`src/logic/ifd_consts.vh`:
```
// Constants for the instruction field decoder and sequencer
//
// Summary of operation
// RULE1 - Op 0 copies source location to destination, accumulator untouched.
// RULE2 - Op 1 adds source data to R0 and stores sum at destination.
// RULE3 - Op 2 ANDs source data with R0, result to destination.
// RULE4 - Op 3 XORs source data with R0, result to destination.
// RULE5 - Op 4 executes one instruction addressed by source data combined with literal.
// RULE6 - Op 5 branches on non-zero source data, else program counter plus one.
// RULE7 - Op 6 sends the literal to the destination location.
// RULE8 - Op 7 loads address register and program counter with 13-bit address.
// RULE9 - ALU second operand always comes from accumulator register R0.
// RULE10 - Source high bit zero selects internal register by low four bits.
// RULE11 - Source high bit one reads bus; next bit bank, low three rotate.
// RULE12 - Register-to-register uses R/L as right rotation, no masking.
// RULE13 - Destination R7 or R17 stores result and outputs it as address.
// RULE14 - Literal transmit to R12/R13 drives bus data, registers unchanged.
// RULE15 - Destination high bit zero selects register; R10 never written.
// RULE16 - Destination high bit one selects bus; bank bit, three-bit left shift.
// RULE17 - Bus source or destination makes R/L a field length.
// RULE18 - Bus-to-register passes low length bits of rotated data, rest zero.
// RULE19 - Register-to-bus field has length L, LSB at destination shift.
// RULE20 - Bus-to-bus applies one length to mask and merge.
// RULE21 - Other instructions load incremented PC into address register and PC.
// RULE22 - Execute-out-of-sequence replaces low 5 or 8 address bits, PC kept.
// RULE23 - Taken branch loads low 5 or 8 bits of both from literal.
// RULE24 - Length zero means a full 8-bit field.
// RULE25 - Bank subfield 2 is left bank, 3 is right bank.
// RULE26 - Overflow register R10 updates on every add.
// RULE27 - Each instruction is fetched as one 16-bit word.
// RULE28 - Op code is the top three bits; the rest split per format.
`ifndef IFD_CONSTS_VH
`define IFD_CONSTS_VH

`define IFD_OP_MOVE 3'h0
`define IFD_OP_ADD 3'h1
`define IFD_OP_AND 3'h2
`define IFD_OP_XOR 3'h3
`define IFD_OP_OOS_EXEC 3'h4
`define IFD_OP_NZ_BRANCH 3'h5
`define IFD_OP_LIT_SEND 3'h6
`define IFD_OP_ABS_JUMP 3'h7

`define IFD_BANK_LEFT 2'h2
`define IFD_BANK_RIGHT 2'h3
`define IFD_IDX_ADDR_L 4'h7
`define IFD_IDX_OVERFLOW 4'h8
`define IFD_IDX_DATA_L 4'hA
`define IFD_IDX_DATA_R 4'hB
`define IFD_IDX_ADDR_R 4'hF

`define IFD_ST_IDLE 5'h01
`define IFD_ST_FETCH 5'h02
`define IFD_ST_INPUT 5'h04
`define IFD_ST_EXEC 5'h08
`define IFD_ST_OUTPUT 5'h10

`define IFD_SYNC_WAIT 2'h3

`define IFD_REG_CTRL 12'h000
`define IFD_REG_STATUS 12'h004
`define IFD_REG_ADDR 12'h008
`define IFD_REG_INSTR 12'h00C
`define IFD_REG_FILE 6'h01
`define IFD_CTRL_RESET 32'h00000000

`endif

```
`src/logic/ifd_sequencer.v`:
```
// Instruction field decoder, data path and next-address sequencer
`timescale 1ns/1ps
`default_nettype none
`include "ifd_consts.vh"

module ifd_sequencer (
  input wire pclk, // 125 MHz clock
  input wire presetn, // Async reset, active low
  input wire psel, // APB select
  input wire penable, // APB enable
  input wire pwrite, // APB direction
  input wire [11:0] paddr, // APB byte address
  input wire [31:0] pwdata, // APB write data
  output reg [31:0] prdata, // APB read data
  output reg pready, // APB ready
  output reg pslverr, // APB error
  output reg [12:0] prog_addr, // Program memory address
  input wire [15:0] prog_data, // Program memory word
  input wire [7:0] iv_data_in, // Vector bus data in
  output reg [7:0] iv_data_out, // Vector bus data out
  output reg iv_data_oe_n, // Vector bus drive, low drives
  output reg iv_bank, // 0 left bank, 1 right bank
  output reg select_command_line, // High: bus carries address
  output reg write_strobe // High: bus carries data
);

  // ----------------------------------------------------------------
  // Functions
  // ----------------------------------------------------------------
  function [7:0] ror8;
    input [7:0] v;
    input [2:0] n;
    ror8 = (v >> n) | (v << (4'h8 - {1'b0, n}));
  endfunction

  function [7:0] rol8;
    input [7:0] v;
    input [2:0] n;
    rol8 = (v << n) | (v >> (4'h8 - {1'b0, n}));
  endfunction

  // ----------------------------------------------------------------
  // State
  // ----------------------------------------------------------------
  reg [4:0] state;
  reg [1:0] cnt;
  reg [15:0] instr;
  reg [12:0] pc;
  reg [7:0] iv_lat;
  reg run;
  reg [15:0] prog_s1;
  reg [15:0] prog_s2;
  reg [7:0] iv_s1;
  reg [7:0] iv_s2;
  wire [127:0] file_flat;

  // ----------------------------------------------------------------
  // Field decode
  // ----------------------------------------------------------------
  wire [2:0] op = instr[15:13]; // RULE28
  wire [4:0] sfld = instr[12:8]; // RULE28
  wire [2:0] rl = instr[7:5]; // RULE28
  wire [4:0] dfld = instr[4:0]; // RULE28
  wire is_alu = ~op[2];
  wire is_lit_send = (op == `IFD_OP_LIT_SEND);
  wire is_abs_jump = (op == `IFD_OP_ABS_JUMP);
  // Literal transmit carries its destination where other classes carry the source
  wire src_bus = sfld[4] & ~is_lit_send & ~is_abs_jump; // RULE11
  wire dst_bus = is_alu ? dfld[4] : (is_lit_send & sfld[4]); // RULE16
  wire dst_reg = is_alu ? ~dfld[4] : (is_lit_send & ~sfld[4]); // RULE15
  wire [4:0] dsel = is_alu ? dfld : sfld;
  wire [3:0] dst_idx = dsel[3:0]; // RULE15
  wire [2:0] dst_sh = dsel[2:0]; // RULE16
  wire dst_right = (dsel[4:3] == `IFD_BANK_RIGHT); // RULE25
  wire src_right = (sfld[4:3] == `IFD_BANK_RIGHT); // RULE25
  wire in_right = src_bus ? src_right : dst_right;
  wire lit_short = src_bus | (is_lit_send & sfld[4]);
  wire [7:0] literal = lit_short ? {3'h0, instr[4:0]} : instr[7:0];

  // Length zero spans the whole byte
  wire [7:0] len_mask = (rl == 3'h0) ? 8'hFF : ~(8'hFF << rl); // RULE24 RULE17

  // ----------------------------------------------------------------
  // Source and ALU
  // ----------------------------------------------------------------
  wire [7:0] reg_src = file_flat[{sfld[3:0], 3'h0} +: 8]; // RULE10
  wire [7:0] acc = file_flat[7:0]; // RULE9
  wire rr_form = is_alu & ~sfld[4] & ~dfld[4]; // RULE12
  reg [7:0] src_val;
  reg [8:0] alu;

  always @* begin
    if (src_bus) begin
      src_val = ror8(iv_lat, sfld[2:0]) & len_mask; // RULE11 RULE18 RULE20
    end else if (rr_form) begin
      src_val = ror8(reg_src, rl); // RULE12
    end else begin
      src_val = reg_src; // RULE10
    end
  end

  always @* begin
    case (op)
      `IFD_OP_MOVE: alu = {1'b0, src_val}; // RULE1
      `IFD_OP_ADD: alu = {1'b0, src_val} + {1'b0, acc}; // RULE2 RULE9
      `IFD_OP_AND: alu = {1'b0, src_val & acc}; // RULE3 RULE9
      `IFD_OP_XOR: alu = {1'b0, src_val ^ acc}; // RULE4 RULE9
      `IFD_OP_OOS_EXEC: alu = {1'b0, src_val} + {1'b0, literal}; // RULE5
      `IFD_OP_LIT_SEND: alu = {1'b0, literal}; // RULE7
      default: alu = {1'b0, src_val};
    endcase
  end

  // Field lands at the shift position; bits outside it keep bus data
  wire [7:0] field_mask = rol8(len_mask, dst_sh); // RULE19 RULE20
  wire [7:0] merged = (iv_lat & ~field_mask) | rol8(alu[7:0] & len_mask, dst_sh); // RULE19

  wire nz_taken = (op == `IFD_OP_NZ_BRANCH) && (src_val != 8'h00); // RULE6
  wire is_addr_dst = dst_reg &
    ((dst_idx == `IFD_IDX_ADDR_L) || (dst_idx == `IFD_IDX_ADDR_R)); // RULE13
  wire is_lit_data = is_lit_send & dst_reg &
    ((dst_idx == `IFD_IDX_DATA_L) || (dst_idx == `IFD_IDX_DATA_R)); // RULE14
  wire exec = (state == `IFD_ST_EXEC);
  wire reg_we = exec & dst_reg & (dst_idx != `IFD_IDX_OVERFLOW) & ~is_lit_data; // RULE15 RULE14
  wire ovf_we = exec & (op == `IFD_OP_ADD); // RULE26

  // ----------------------------------------------------------------
  // Register file
  // ----------------------------------------------------------------
  genvar gi;
  generate
    for (gi = 0; gi < 16; gi = gi + 1) begin : g_reg
      reg [7:0] r;
      always @(posedge pclk or negedge presetn) begin
        if (!presetn) begin
          r <= 8'h00;
        end else if (gi == 8) begin
          if (ovf_we) begin
            r <= {7'h00, alu[8]}; // RULE26
          end
        end else if (reg_we && dst_idx == gi) begin
          r <= alu[7:0]; // RULE1 RULE2 RULE3 RULE4 RULE7 RULE13
        end
      end
      assign file_flat[gi*8 +: 8] = r;
    end
  endgenerate

  // ----------------------------------------------------------------
  // Pin synchronisers
  // ----------------------------------------------------------------
  always @(posedge pclk or negedge presetn) begin
    if (!presetn) begin
      prog_s1 <= 16'h0000;
      prog_s2 <= 16'h0000;
      iv_s1 <= 8'h00;
      iv_s2 <= 8'h00;
    end else begin
      prog_s1 <= prog_data;
      prog_s2 <= prog_s1;
      iv_s1 <= iv_data_in;
      iv_s2 <= iv_s1;
    end
  end

  // ----------------------------------------------------------------
  // Instruction cycle sequencer
  // ----------------------------------------------------------------
  // Fetch and input each wait out the synchroniser before sampling, so external
  // memory gets three clocks to settle and bus devices one clock after the bank is set.
  wire [12:0] pc_inc = pc + 13'h0001;

  always @(posedge pclk or negedge presetn) begin
    if (!presetn) begin
      state <= `IFD_ST_IDLE;
      cnt <= 2'h0;
      instr <= 16'h0000;
      pc <= 13'h0000;
      prog_addr <= 13'h0000;
      iv_lat <= 8'h00;
      iv_data_out <= 8'h00;
      iv_data_oe_n <= 1'b1;
      iv_bank <= 1'b0;
      select_command_line <= 1'b0;
      write_strobe <= 1'b0;
    end else begin
      case (state)
        `IFD_ST_IDLE: begin
          cnt <= 2'h0;
          if (run) begin
            state <= `IFD_ST_FETCH;
          end
        end
        `IFD_ST_FETCH: begin
          if (cnt == `IFD_SYNC_WAIT) begin
            instr <= prog_s2; // RULE27
            cnt <= 2'h0;
            state <= `IFD_ST_INPUT;
          end else begin
            cnt <= cnt + 2'h1;
          end
        end
        `IFD_ST_INPUT: begin
          // Bank is set for both bus sources and merge destinations
          iv_bank <= in_right; // RULE25
          if (cnt == `IFD_SYNC_WAIT) begin
            iv_lat <= iv_s2;
            cnt <= 2'h0;
            state <= `IFD_ST_EXEC;
          end else begin
            cnt <= cnt + 2'h1;
          end
        end
        `IFD_ST_EXEC: begin
          state <= `IFD_ST_OUTPUT;
          if (is_abs_jump) begin
            prog_addr <= instr[12:0]; // RULE8
            pc <= instr[12:0]; // RULE8
          end else if (op == `IFD_OP_OOS_EXEC) begin
            if (src_bus) begin
              prog_addr <= {pc[12:5], alu[4:0]}; // RULE22
            end else begin
              prog_addr <= {pc[12:8], alu[7:0]}; // RULE22
            end
          end else if (nz_taken) begin
            if (lit_short) begin
              prog_addr <= {pc[12:5], instr[4:0]}; // RULE23
              pc <= {pc[12:5], instr[4:0]}; // RULE23
            end else begin
              prog_addr <= {pc[12:8], instr[7:0]}; // RULE23
              pc <= {pc[12:8], instr[7:0]}; // RULE23
            end
          end else begin
            prog_addr <= pc_inc; // RULE21 RULE6
            pc <= pc_inc; // RULE21 RULE6
          end
          if (is_addr_dst) begin
            iv_data_out <= alu[7:0]; // RULE13
            iv_bank <= dst_idx[3];
            iv_data_oe_n <= 1'b0;
            select_command_line <= 1'b1; // RULE13
          end else if (is_lit_data) begin
            iv_data_out <= alu[7:0]; // RULE14
            iv_bank <= dst_idx[0];
            iv_data_oe_n <= 1'b0;
            write_strobe <= 1'b1; // RULE14
          end else if (dst_bus) begin
            iv_data_out <= merged; // RULE16 RULE19 RULE20
            iv_bank <= dst_right; // RULE25
            iv_data_oe_n <= 1'b0;
            write_strobe <= 1'b1;
          end
        end
        `IFD_ST_OUTPUT: begin
          iv_data_oe_n <= 1'b1;
          select_command_line <= 1'b0;
          write_strobe <= 1'b0;
          state <= run ? `IFD_ST_FETCH : `IFD_ST_IDLE;
        end
        default: begin
          state <= `IFD_ST_IDLE;
          cnt <= 2'h0;
        end
      endcase
    end
  end

  // ----------------------------------------------------------------
  // APB slave
  // ----------------------------------------------------------------
  // One wait state: pready rises in the second access cycle, which keeps
  // every bus output registered.
  wire apb_acc = psel & penable;
  wire apb_wr = apb_acc & pwrite & pready;
  wire in_file = (paddr[11:6] == `IFD_REG_FILE);
  reg [31:0] rd_mux;
  reg rd_err;

  always @* begin
    rd_mux = 32'h00000000;
    rd_err = 1'b0;
    if (in_file) begin
      rd_mux = {24'h000000, file_flat[{paddr[5:2], 3'h0} +: 8]};
    end else begin
      case (paddr)
        `IFD_REG_CTRL: rd_mux = {31'h00000000, run};
        `IFD_REG_STATUS: rd_mux = {11'h000, state, 3'h0, pc};
        `IFD_REG_ADDR: rd_mux = {19'h00000, prog_addr};
        `IFD_REG_INSTR: rd_mux = {16'h0000, instr};
        default: rd_err = 1'b1;
      endcase
    end
  end

  always @(posedge pclk or negedge presetn) begin
    if (!presetn) begin
      pready <= 1'b0;
      pslverr <= 1'b0;
      prdata <= 32'h00000000;
      run <= 1'b0;
    end else begin
      pready <= apb_acc & ~pready;
      if (apb_acc & ~pready) begin
        prdata <= pwrite ? 32'h00000000 : rd_mux;
        pslverr <= pwrite ? (paddr != `IFD_REG_CTRL) : rd_err;
      end else begin
        pslverr <= 1'b0;
      end
      // Clearing run lets the current instruction finish before idling
      if (apb_wr && paddr == `IFD_REG_CTRL) begin
        run <= pwdata[0];
      end
    end
  end

endmodule
`default_nettype wire

```
`config.mk`:
```
export PLATFORM = sky130hd
export DESIGN_NAME = ifd_sequencer
export DESIGN_NICKNAME = d
export VERILOG_FILES = /design/src/logic/ifd_sequencer.v
export VERILOG_INCLUDE_DIRS = /design/src /design/src/logic
export SDC_FILE = /design/constraint.sdc
export NUM_CORES = 1
export LEC_CHECK = 0
export BUFFER_PORTS_ARGS = -buffer_cell sky130_fd_sc_hd__buf_2
export CAP_MARGIN = 5
export CORE_ASPECT_RATIO = 0.9
export CORE_MARGIN = 3
export CORE_UTILIZATION = 35
export CTS_CLUSTER_DIAMETER = 30
export DETAILED_ROUTE_END_ITERATION = 8
export HOLD_SLACK_MARGIN = 0.1
export PLACE_DENSITY_LB_ADDON = 0.1
export SLEW_MARGIN = 0
export SYNTH_ARGS = -nofsm -noshare
export SYNTH_HDL_FRONTEND = slang
export SYNTH_SLANG_ARGS = --single-unit
```
`constraint.sdc`:
```
create_clock -name pclk -period 6.6 [get_ports pclk]
set_clock_uncertainty 0.05 [all_clocks]
set_input_delay 0.66 -clock pclk [delete_from_list [all_inputs] [get_ports pclk]]
set_output_delay 0.66 -clock pclk [all_outputs]
set_load 0.01 [all_outputs]
```
# Word level (Yosys, flattened, before mapping)
# Cells that the tools add are included.
[classes] add_sub_neg=7 eq_ne=42 n_shift=11 muxes=47 n_bitwise=37 n_reduce_logical=39
[op_table] cell="indexed part select 128 x 8 -> 8 bit" n=2
[op_table] cell="case mux 21 bit (4 select lines)" n=1
[op_table] cell="2-to-1 mux 8 bit" n=9
[op_table] cell="2-to-1 mux 13 bit" n=5
[op_table] cell="case mux 9 bit (5 select lines)" n=1
[op_table] cell="bitwise OR 8 bit" n=5
[op_table] cell="AND 8 bit" n=4
[op_table] cell="2-to-1 mux 32 bit" n=1
[op_table] cell="equality test 4 bit, second input constant" n=7
[op_table] cell="case mux 5 bit (5 select lines)" n=1
[op_table] cell="equality test 12 x 4 -> 1 bit, second input constant" n=2
[op_table] cell="2-to-1 mux 21 bit" n=1
[op_table] cell="2-to-1 mux 5 bit" n=4
[op_table] cell="adder 8 x 8 -> 9 bit" n=2
[op_table] cell="AND 1 bit" n=17
[op_table] cell="logical AND 1 bit" n=17
[op_table] cell="2-to-1 mux 1 bit" n=17
[op_table] cell="equality test 4 x 3 -> 1 bit, second input constant" n=4
[op_table] cell="NOT 8 bit" n=2
[op_table] cell="<< shifter 8 x 3 -> 8 bit" n=2
[op_table] cell="<< shifter 8 x 4 -> 8 bit" n=2
[op_table] cell=">> shifter 8 x 3 -> 8 bit" n=2
[op_table] cell=">> shifter 8 x 4 -> 8 bit" n=2
[op_table] cell="AND reduction 2 bit" n=7
[op_table] cell="37 further kinds" n=66
[totals] reg_bits=273 input_bits=73

# Logic depth before layout (Yosys ltp)
[logic_depth] ltp_word=15 ltp_mapped=26 depth_no_buf=23

# Least setup slack after synthesis
# OpenSTA, ideal clock, no wires.
[synth_path] kind="reg2reg" startpoint="reg instr[9]" endpoint="reg iv_data_out[4]" setup_time_ns=0.128 t_arrival_ns=4.628 required_ns=6.422 slack_ns=1.794 path_stages_with_launch=26 n_path_buf=4 period_less_slack_ns=4.806 cell_sequence="dfrtp_1 buf_6 buf_6 buf_2 inv_1 ha_1 clkbuf_1 nand2b_1 o21ai_0 a221o_1 a21oi_1 a31oi_1 a31oi_1 inv_1 ha_1 a21o_1 a21oi_1 o21bai_1 a2111oi_0 nor3_1 xnor2_1 o21ai_0 o21ai_1 o21ai_0 a311oi_1 a21oi_1"
[synth_between] elab_chain_len=14 word_cells_on_any_way=41 cone_classes="add/sub (4); eq/ne (4); shift (9); mux (7); bitwise (13); reduce/logical (4)"
[synth_lines] element="from (decl)" line_no="ifd_sequencer.v:47" rtl="reg [15:0] instr;"
[synth_lines] element="from (signal assigned)" line_no="ifd_sequencer.v:196" rtl="instr <= prog_s2;"
[synth_lines] element="indexed part select 128 x 8 -> 8 bit or subtractor 4 x 3 -> 4 bit (tied branches)" line_no="ifd_sequencer.v:86, ifd_sequencer.v:33"
[synth_lines] element="<< shifter 8 x 4 -> 8 bit or >> shifter 8 x 3 -> 8 bit (tied branches)" line_no="ifd_sequencer.v:33" rtl="ror8 = (v >> n) | (v << (4'h8 - {1'b0, n}));"
[synth_lines] element="bitwise OR 8 bit" line_no="ifd_sequencer.v:33"
[synth_lines] element="2-to-1 mux 8 bit or AND 8 bit (tied branches)" line_no="ifd_sequencer.v:95, ifd_sequencer.v:94"
[synth_lines] element="2-to-1 mux 8 bit" line_no="ifd_sequencer.v:93" rtl="if (src_bus) begin"
[synth_lines] element="adder 8 x 8 -> 9 bit (tied with other cells)" line_no="ifd_sequencer.v:108" rtl="`IFD_OP_OOS_EXEC: alu = {1'b0, src_val} + {1'b0, literal};"
[synth_lines] element="case mux 9 bit (5 select lines)" line_no="ifd_sequencer.v:103" rtl="case (op)"
[synth_lines] element="AND 8 bit" line_no="ifd_sequencer.v:116" rtl="wire [7:0] merged = (iv_lat & ~field_mask) | rol8(alu[7:0] & len_mask, dst_sh);"
[synth_lines] element=">> shifter 8 x 4 -> 8 bit or << shifter 8 x 3 -> 8 bit (tied branches)" line_no="ifd_sequencer.v:39" rtl="rol8 = (v << n) | (v >> (4'h8 - {1'b0, n}));"
[synth_lines] element="bitwise OR 8 bit" line_no="ifd_sequencer.v:39"
[synth_lines] element="bitwise OR 8 bit" line_no="ifd_sequencer.v:116"
[synth_lines] element="2-to-1 mux 8 bit" line_no="ifd_sequencer.v:247" rtl="end else if (dst_bus) begin"
[synth_lines] element="2-to-1 mux 8 bit" line_no="ifd_sequencer.v:242" rtl="end else if (is_lit_data) begin"
[synth_lines] element="2-to-1 mux 8 bit" line_no="ifd_sequencer.v:237" rtl="if (is_addr_dst) begin"
[synth_lines] element="to (signal assigned)" line_no="ifd_sequencer.v:238" rtl="iv_data_out <= alu[7:0];"
[synth_lines] element="to (signal assigned)" line_no="ifd_sequencer.v:243" rtl="iv_data_out <= alu[7:0];"
[synth_lines] element="to (signal assigned)" line_no="ifd_sequencer.v:248" rtl="iv_data_out <= merged;"
[synth_lines] element="to (decl)" line_no="ifd_sequencer.v:20" rtl="output reg [7:0] iv_data_out,"
# Several ways; a longest one is shown, not always the timed one. The select of a mux whose other input is x is not followed.
# A chain may end at the register's enable or synchronous reset.

# Worst setup path in the final report
# Ends and elaborated chain as after synthesis.

==> impl_metrics.py <==
metrics = {
    "setup_path": {
        "path_max_fanout": 15,
        "r2r_slack_ns": 0.76,
        "worstPathArrival_ns": 6.24,
        "critical_path.endpoint_type": "flop",
        "crit_path_frequent_cell": "buf_4",
        "max_stage_delay_ns": 0.64,
        "worstPathCellList": "buf_4 -> buf_4 -> mux2_1 -> o22ai_1 -> nor4_1 -> nor4_1 -> buf_4 -> nand3_1 -> a31oi_1 -> inv_1 -> buf_4 -> fa_1 -> a21o_1 -> a21oi_1 -> o21bai_1 -> a21oi_1 -> xor2_1 -> o21ai_0 -> o41a_1 -> buf_4 -> nand2_1 -> o21ai_0 -> a311oi_1 -> a21oi_1",
        "required_ns": 7.00,
        "cp_slowest_cell": "dfrtp_2",
        "startpoint_type": "flop",
        "crit_type": "flop to flop",
    },
    "layout": {
        "post-route-util": 0.444,
        "drive_gt1_frac": 0.318,
        "multiInputGateArea_mm2": 0.00912,
        "final_cell_area_mm2": 0.0203,
        "finalNonFillerCells": 2412,
        "seq_area_mm2": 0.00656,
        "syn2layout_area_growth_pct": 24.2,
        "layout.nets": 1855,
        "fillers": 4460,
    },
    "timing": {
        "fin_tns_setup_ns": 0,
        "fmax_ghz": 0.171,
        "finalSetupViolCount": 0,
        "rsz0062_at_grt": "no",
        "slew_headroom": 0.229,
        "maxSlewViolCount": 0,
        "fin_crit_sh": 0.885,
        "worst_pin_slew_ns": 1.15,
        "fin_crit_ns": 5.84,
        "hold_viol_final": 0,
    },
    "cts": {
        "hold_buffers": 10,
        "cts-root-buf": "clkbuf_16",
        "cts_resized": 0,
        "clock_latency_ns": 0.58,
        "htree_levels": 3,
        "post_cts_buffers": 0,
        "cts.sinks": 262,
        "cts_tree": "built",
        "clockBufferDepth": 3,
        "clkTransAtPathRegs_ns": 0.05,
        "cts_made_buffers": 66,
    },
    "outcome": {
        "status": "finished clean",
    },
    "drt": {
        "drc": 0,
        "vias": 14200,
        "dr_wl_met3_mm": 3.67,
        "met1_length_mm": 27.8,
        "route.met2.wl_mm": 26.4,
        "drtAntennaViolNets": 0,
        "wl_per_cell_um": 24.7,
        "via_per_inst": 5.88,
        "dr.max_layer_used": "met4",
        "firstDrtPassIters": 7,
        "routed_wirelength_mm": 59.6,
        "drt_iter0_markers": 1224,
    },
    "placement": {
        "place_congestion": 0.919,
        "port_buffers": 89,
        "placed_cells": 2283,
        "dp_hpwl_mm": 42.0,
        "placed_area_mm2": 0.0179,
    },
    "synthesis": {
        "synth_async_sr_flop_share": 1.00,
        "yosys.area.top_type_share": 0.397,
        "synth_ff_type": "dfrtp_1",
        "synth_area_mm2": 0.0164,
        "ys_ff_latch": 262,
        "netlist_top_cells_area": "dfrtp_1 40%, mux2_2 13%, mux4_2 5.5%",
        "yosys.area.top_type": "dfrtp_1",
        "synth.most_common_cell": "dfrtp_1",
        "synth_commonest_cells": "260 x dfrtp_1, 188 x mux2_2, 132 x nand2_1",
        "synth.distinct_cells": 93,
        "synth-seq-area-share": 0.400,
        "avgSynthCellArea_um2": 10.2,
        "syn_inst": 1608,
        "synth_edf_count": 0,
        "ys_warn_count": 0,
    },
    "floorplan": {
        "rows": 74,
        "die-area_mm2": 0.0494,
        "die_w_um": 234,
        "start_util": 0.357,
        "fp.dieH_um": 211,
        "core-area_mm2": 0.0458,
        "ios": 132,
    },
    "pwr": {
        "p_leak_nw": 9.25,
        "power_density_mw_per_mm2": 254,
        "peakVddDrop_mv": 0.173,
    },
    "global_route": {
        "grt_start_max_net_pins": 119,
        "grt_pass1_wl_mm": 90.7,
        "grt_pass1_vias": 14200,
        "antenna_found_initial": 0,
        "grt_overflow_total": 0,
        "grtUsageTotal": 0.243,
    },
    "min_path": {
        "hp-class": "primary input to flop",
    },
    "flow_run": {
        "max_cap_violations": 0,
    },
}
-- report_power, final --
part           leakage (nW)  switching [mW]  internal (mW)
Clock                  1.16            1.01           2.43
Combinational          4.55          0.0689         0.0276
Sequential             3.54         0.00457           1.63
-- cells by family after synthesis --
logic type	share of synthesized area
multiplexers	0.221
adder cells (fa/ha/maj)	0.0226
buffers and inverters	0.0460
flip-flops	0.400
other	0.000229
AO/OA/AOI/OAI	0.182
XOR/XNOR	0.00588
AND/OR/NAND/NOR	0.122
-- worst max-delay path, delay by kind of cell, from the launching register on --
kind,cells,cell delay [ns]
AOI/OAI and AO/OA,11,2.21
buffers and inverters,6,1.17
and+or+nand+nor,4,0.68
DFF,1,0.64
adders and majority gates,1,0.40
muxes,1,0.35
xor gates and xnor gates,1,0.18
-- sequential cells by signal, indices dropped and copies added (netlist names), 13 cells and up --
name and count:
g.r 113, prdata 21, instr 16, prog_s1 16, prog_s2 16, pc 13, prog_addr 13
-- per-layer routing --
metal	global-route usage	vias up
met5	0	-
met4	0.0825	0
met3	0.0427	104
met2	0.366	476
met1	0.353	7229
li1	-	6365
-- final cells by class --
cell class | instances | area share
multi-input combinational | 1186 | 0.448
sequential | 262 | 0.323
clock buffer | 81 | 0.0900
timing repair buffer | 201 | 0.0680
tap | 608 | 0.0374
clock inverter | 37 | 0.0272
inverter | 36 | 0.00664
antenna | 1 | 0.000123
-- path summary, 6_finish.rpt --
check                                      from                          to  cells after the start
max in group asynchronous               presetn        instr[8]$_DFFE_PN0P_                      3
min reg2reg                  iv_s1[7]$_DFF_PN0_          iv_s2[7]$_DFF_PN0_                      0
max                        instr[9]$_DFFE_PN0P_  iv_data_out[4]$_DFFE_PN0P_                     24
min                                prog_data[3]        prog_s1[3]$_DFF_PN0_                      1
min in group asynchronous               presetn          cnt[1]$_DFFE_PN0N_                      2
max reg2reg                instr[9]$_DFFE_PN0P_  iv_data_out[4]$_DFFE_PN0P_                     24
-- per-stage QoR --
step	worst slack (ns)	total power, mW	hold slack, ns
floorplan	1.79	1.69	0.281
global placement	0.765	1.75	0.283
detailed placement	0.798	1.75	0.285
CTS	0.758	5.23	0.101
global route	0.284	5.33	0.122
finish	0.757	5.17	0.136
-- cell usage in the layout, fill, tap and decap left out, drive strengths merged, types with 10 or more instances in the layout --
| cell | Yosys | final |
|---|---|---|
| a211oi | 21 | 21 |
| a21o | 12 | 12 |
| a21oi | 75 | 75 |
| a221oi | 24 | 24 |
| a22o | 21 | 21 |
| a22oi | 27 | 27 |
| a31oi | 15 | 15 |
| and3 | 10 | 10 |
| buf | 42 | 191 |
| bufinv | 0 | 12 |
| clkbuf | 92 | 81 |
| clkinv | 3 | 18 |
| conb | 1 | 11 |
| dfrtp | 260 | 260 |
| dlygate4sd3 | 0 | 10 |
| ha | 28 | 28 |
| inv | 33 | 37 |
| mux2 | 204 | 204 |
| mux2i | 41 | 41 |
| mux4 | 40 | 40 |
| nand2 | 133 | 133 |
| nand2b | 18 | 18 |
| nand3 | 37 | 37 |
| nor2 | 114 | 114 |
| nor2b | 17 | 17 |
| nor3 | 50 | 50 |
| nor4 | 16 | 16 |
| o211ai | 15 | 15 |
| o21ai | 87 | 87 |
| o22ai | 43 | 43 |
(Power assumes the default switching activity.)
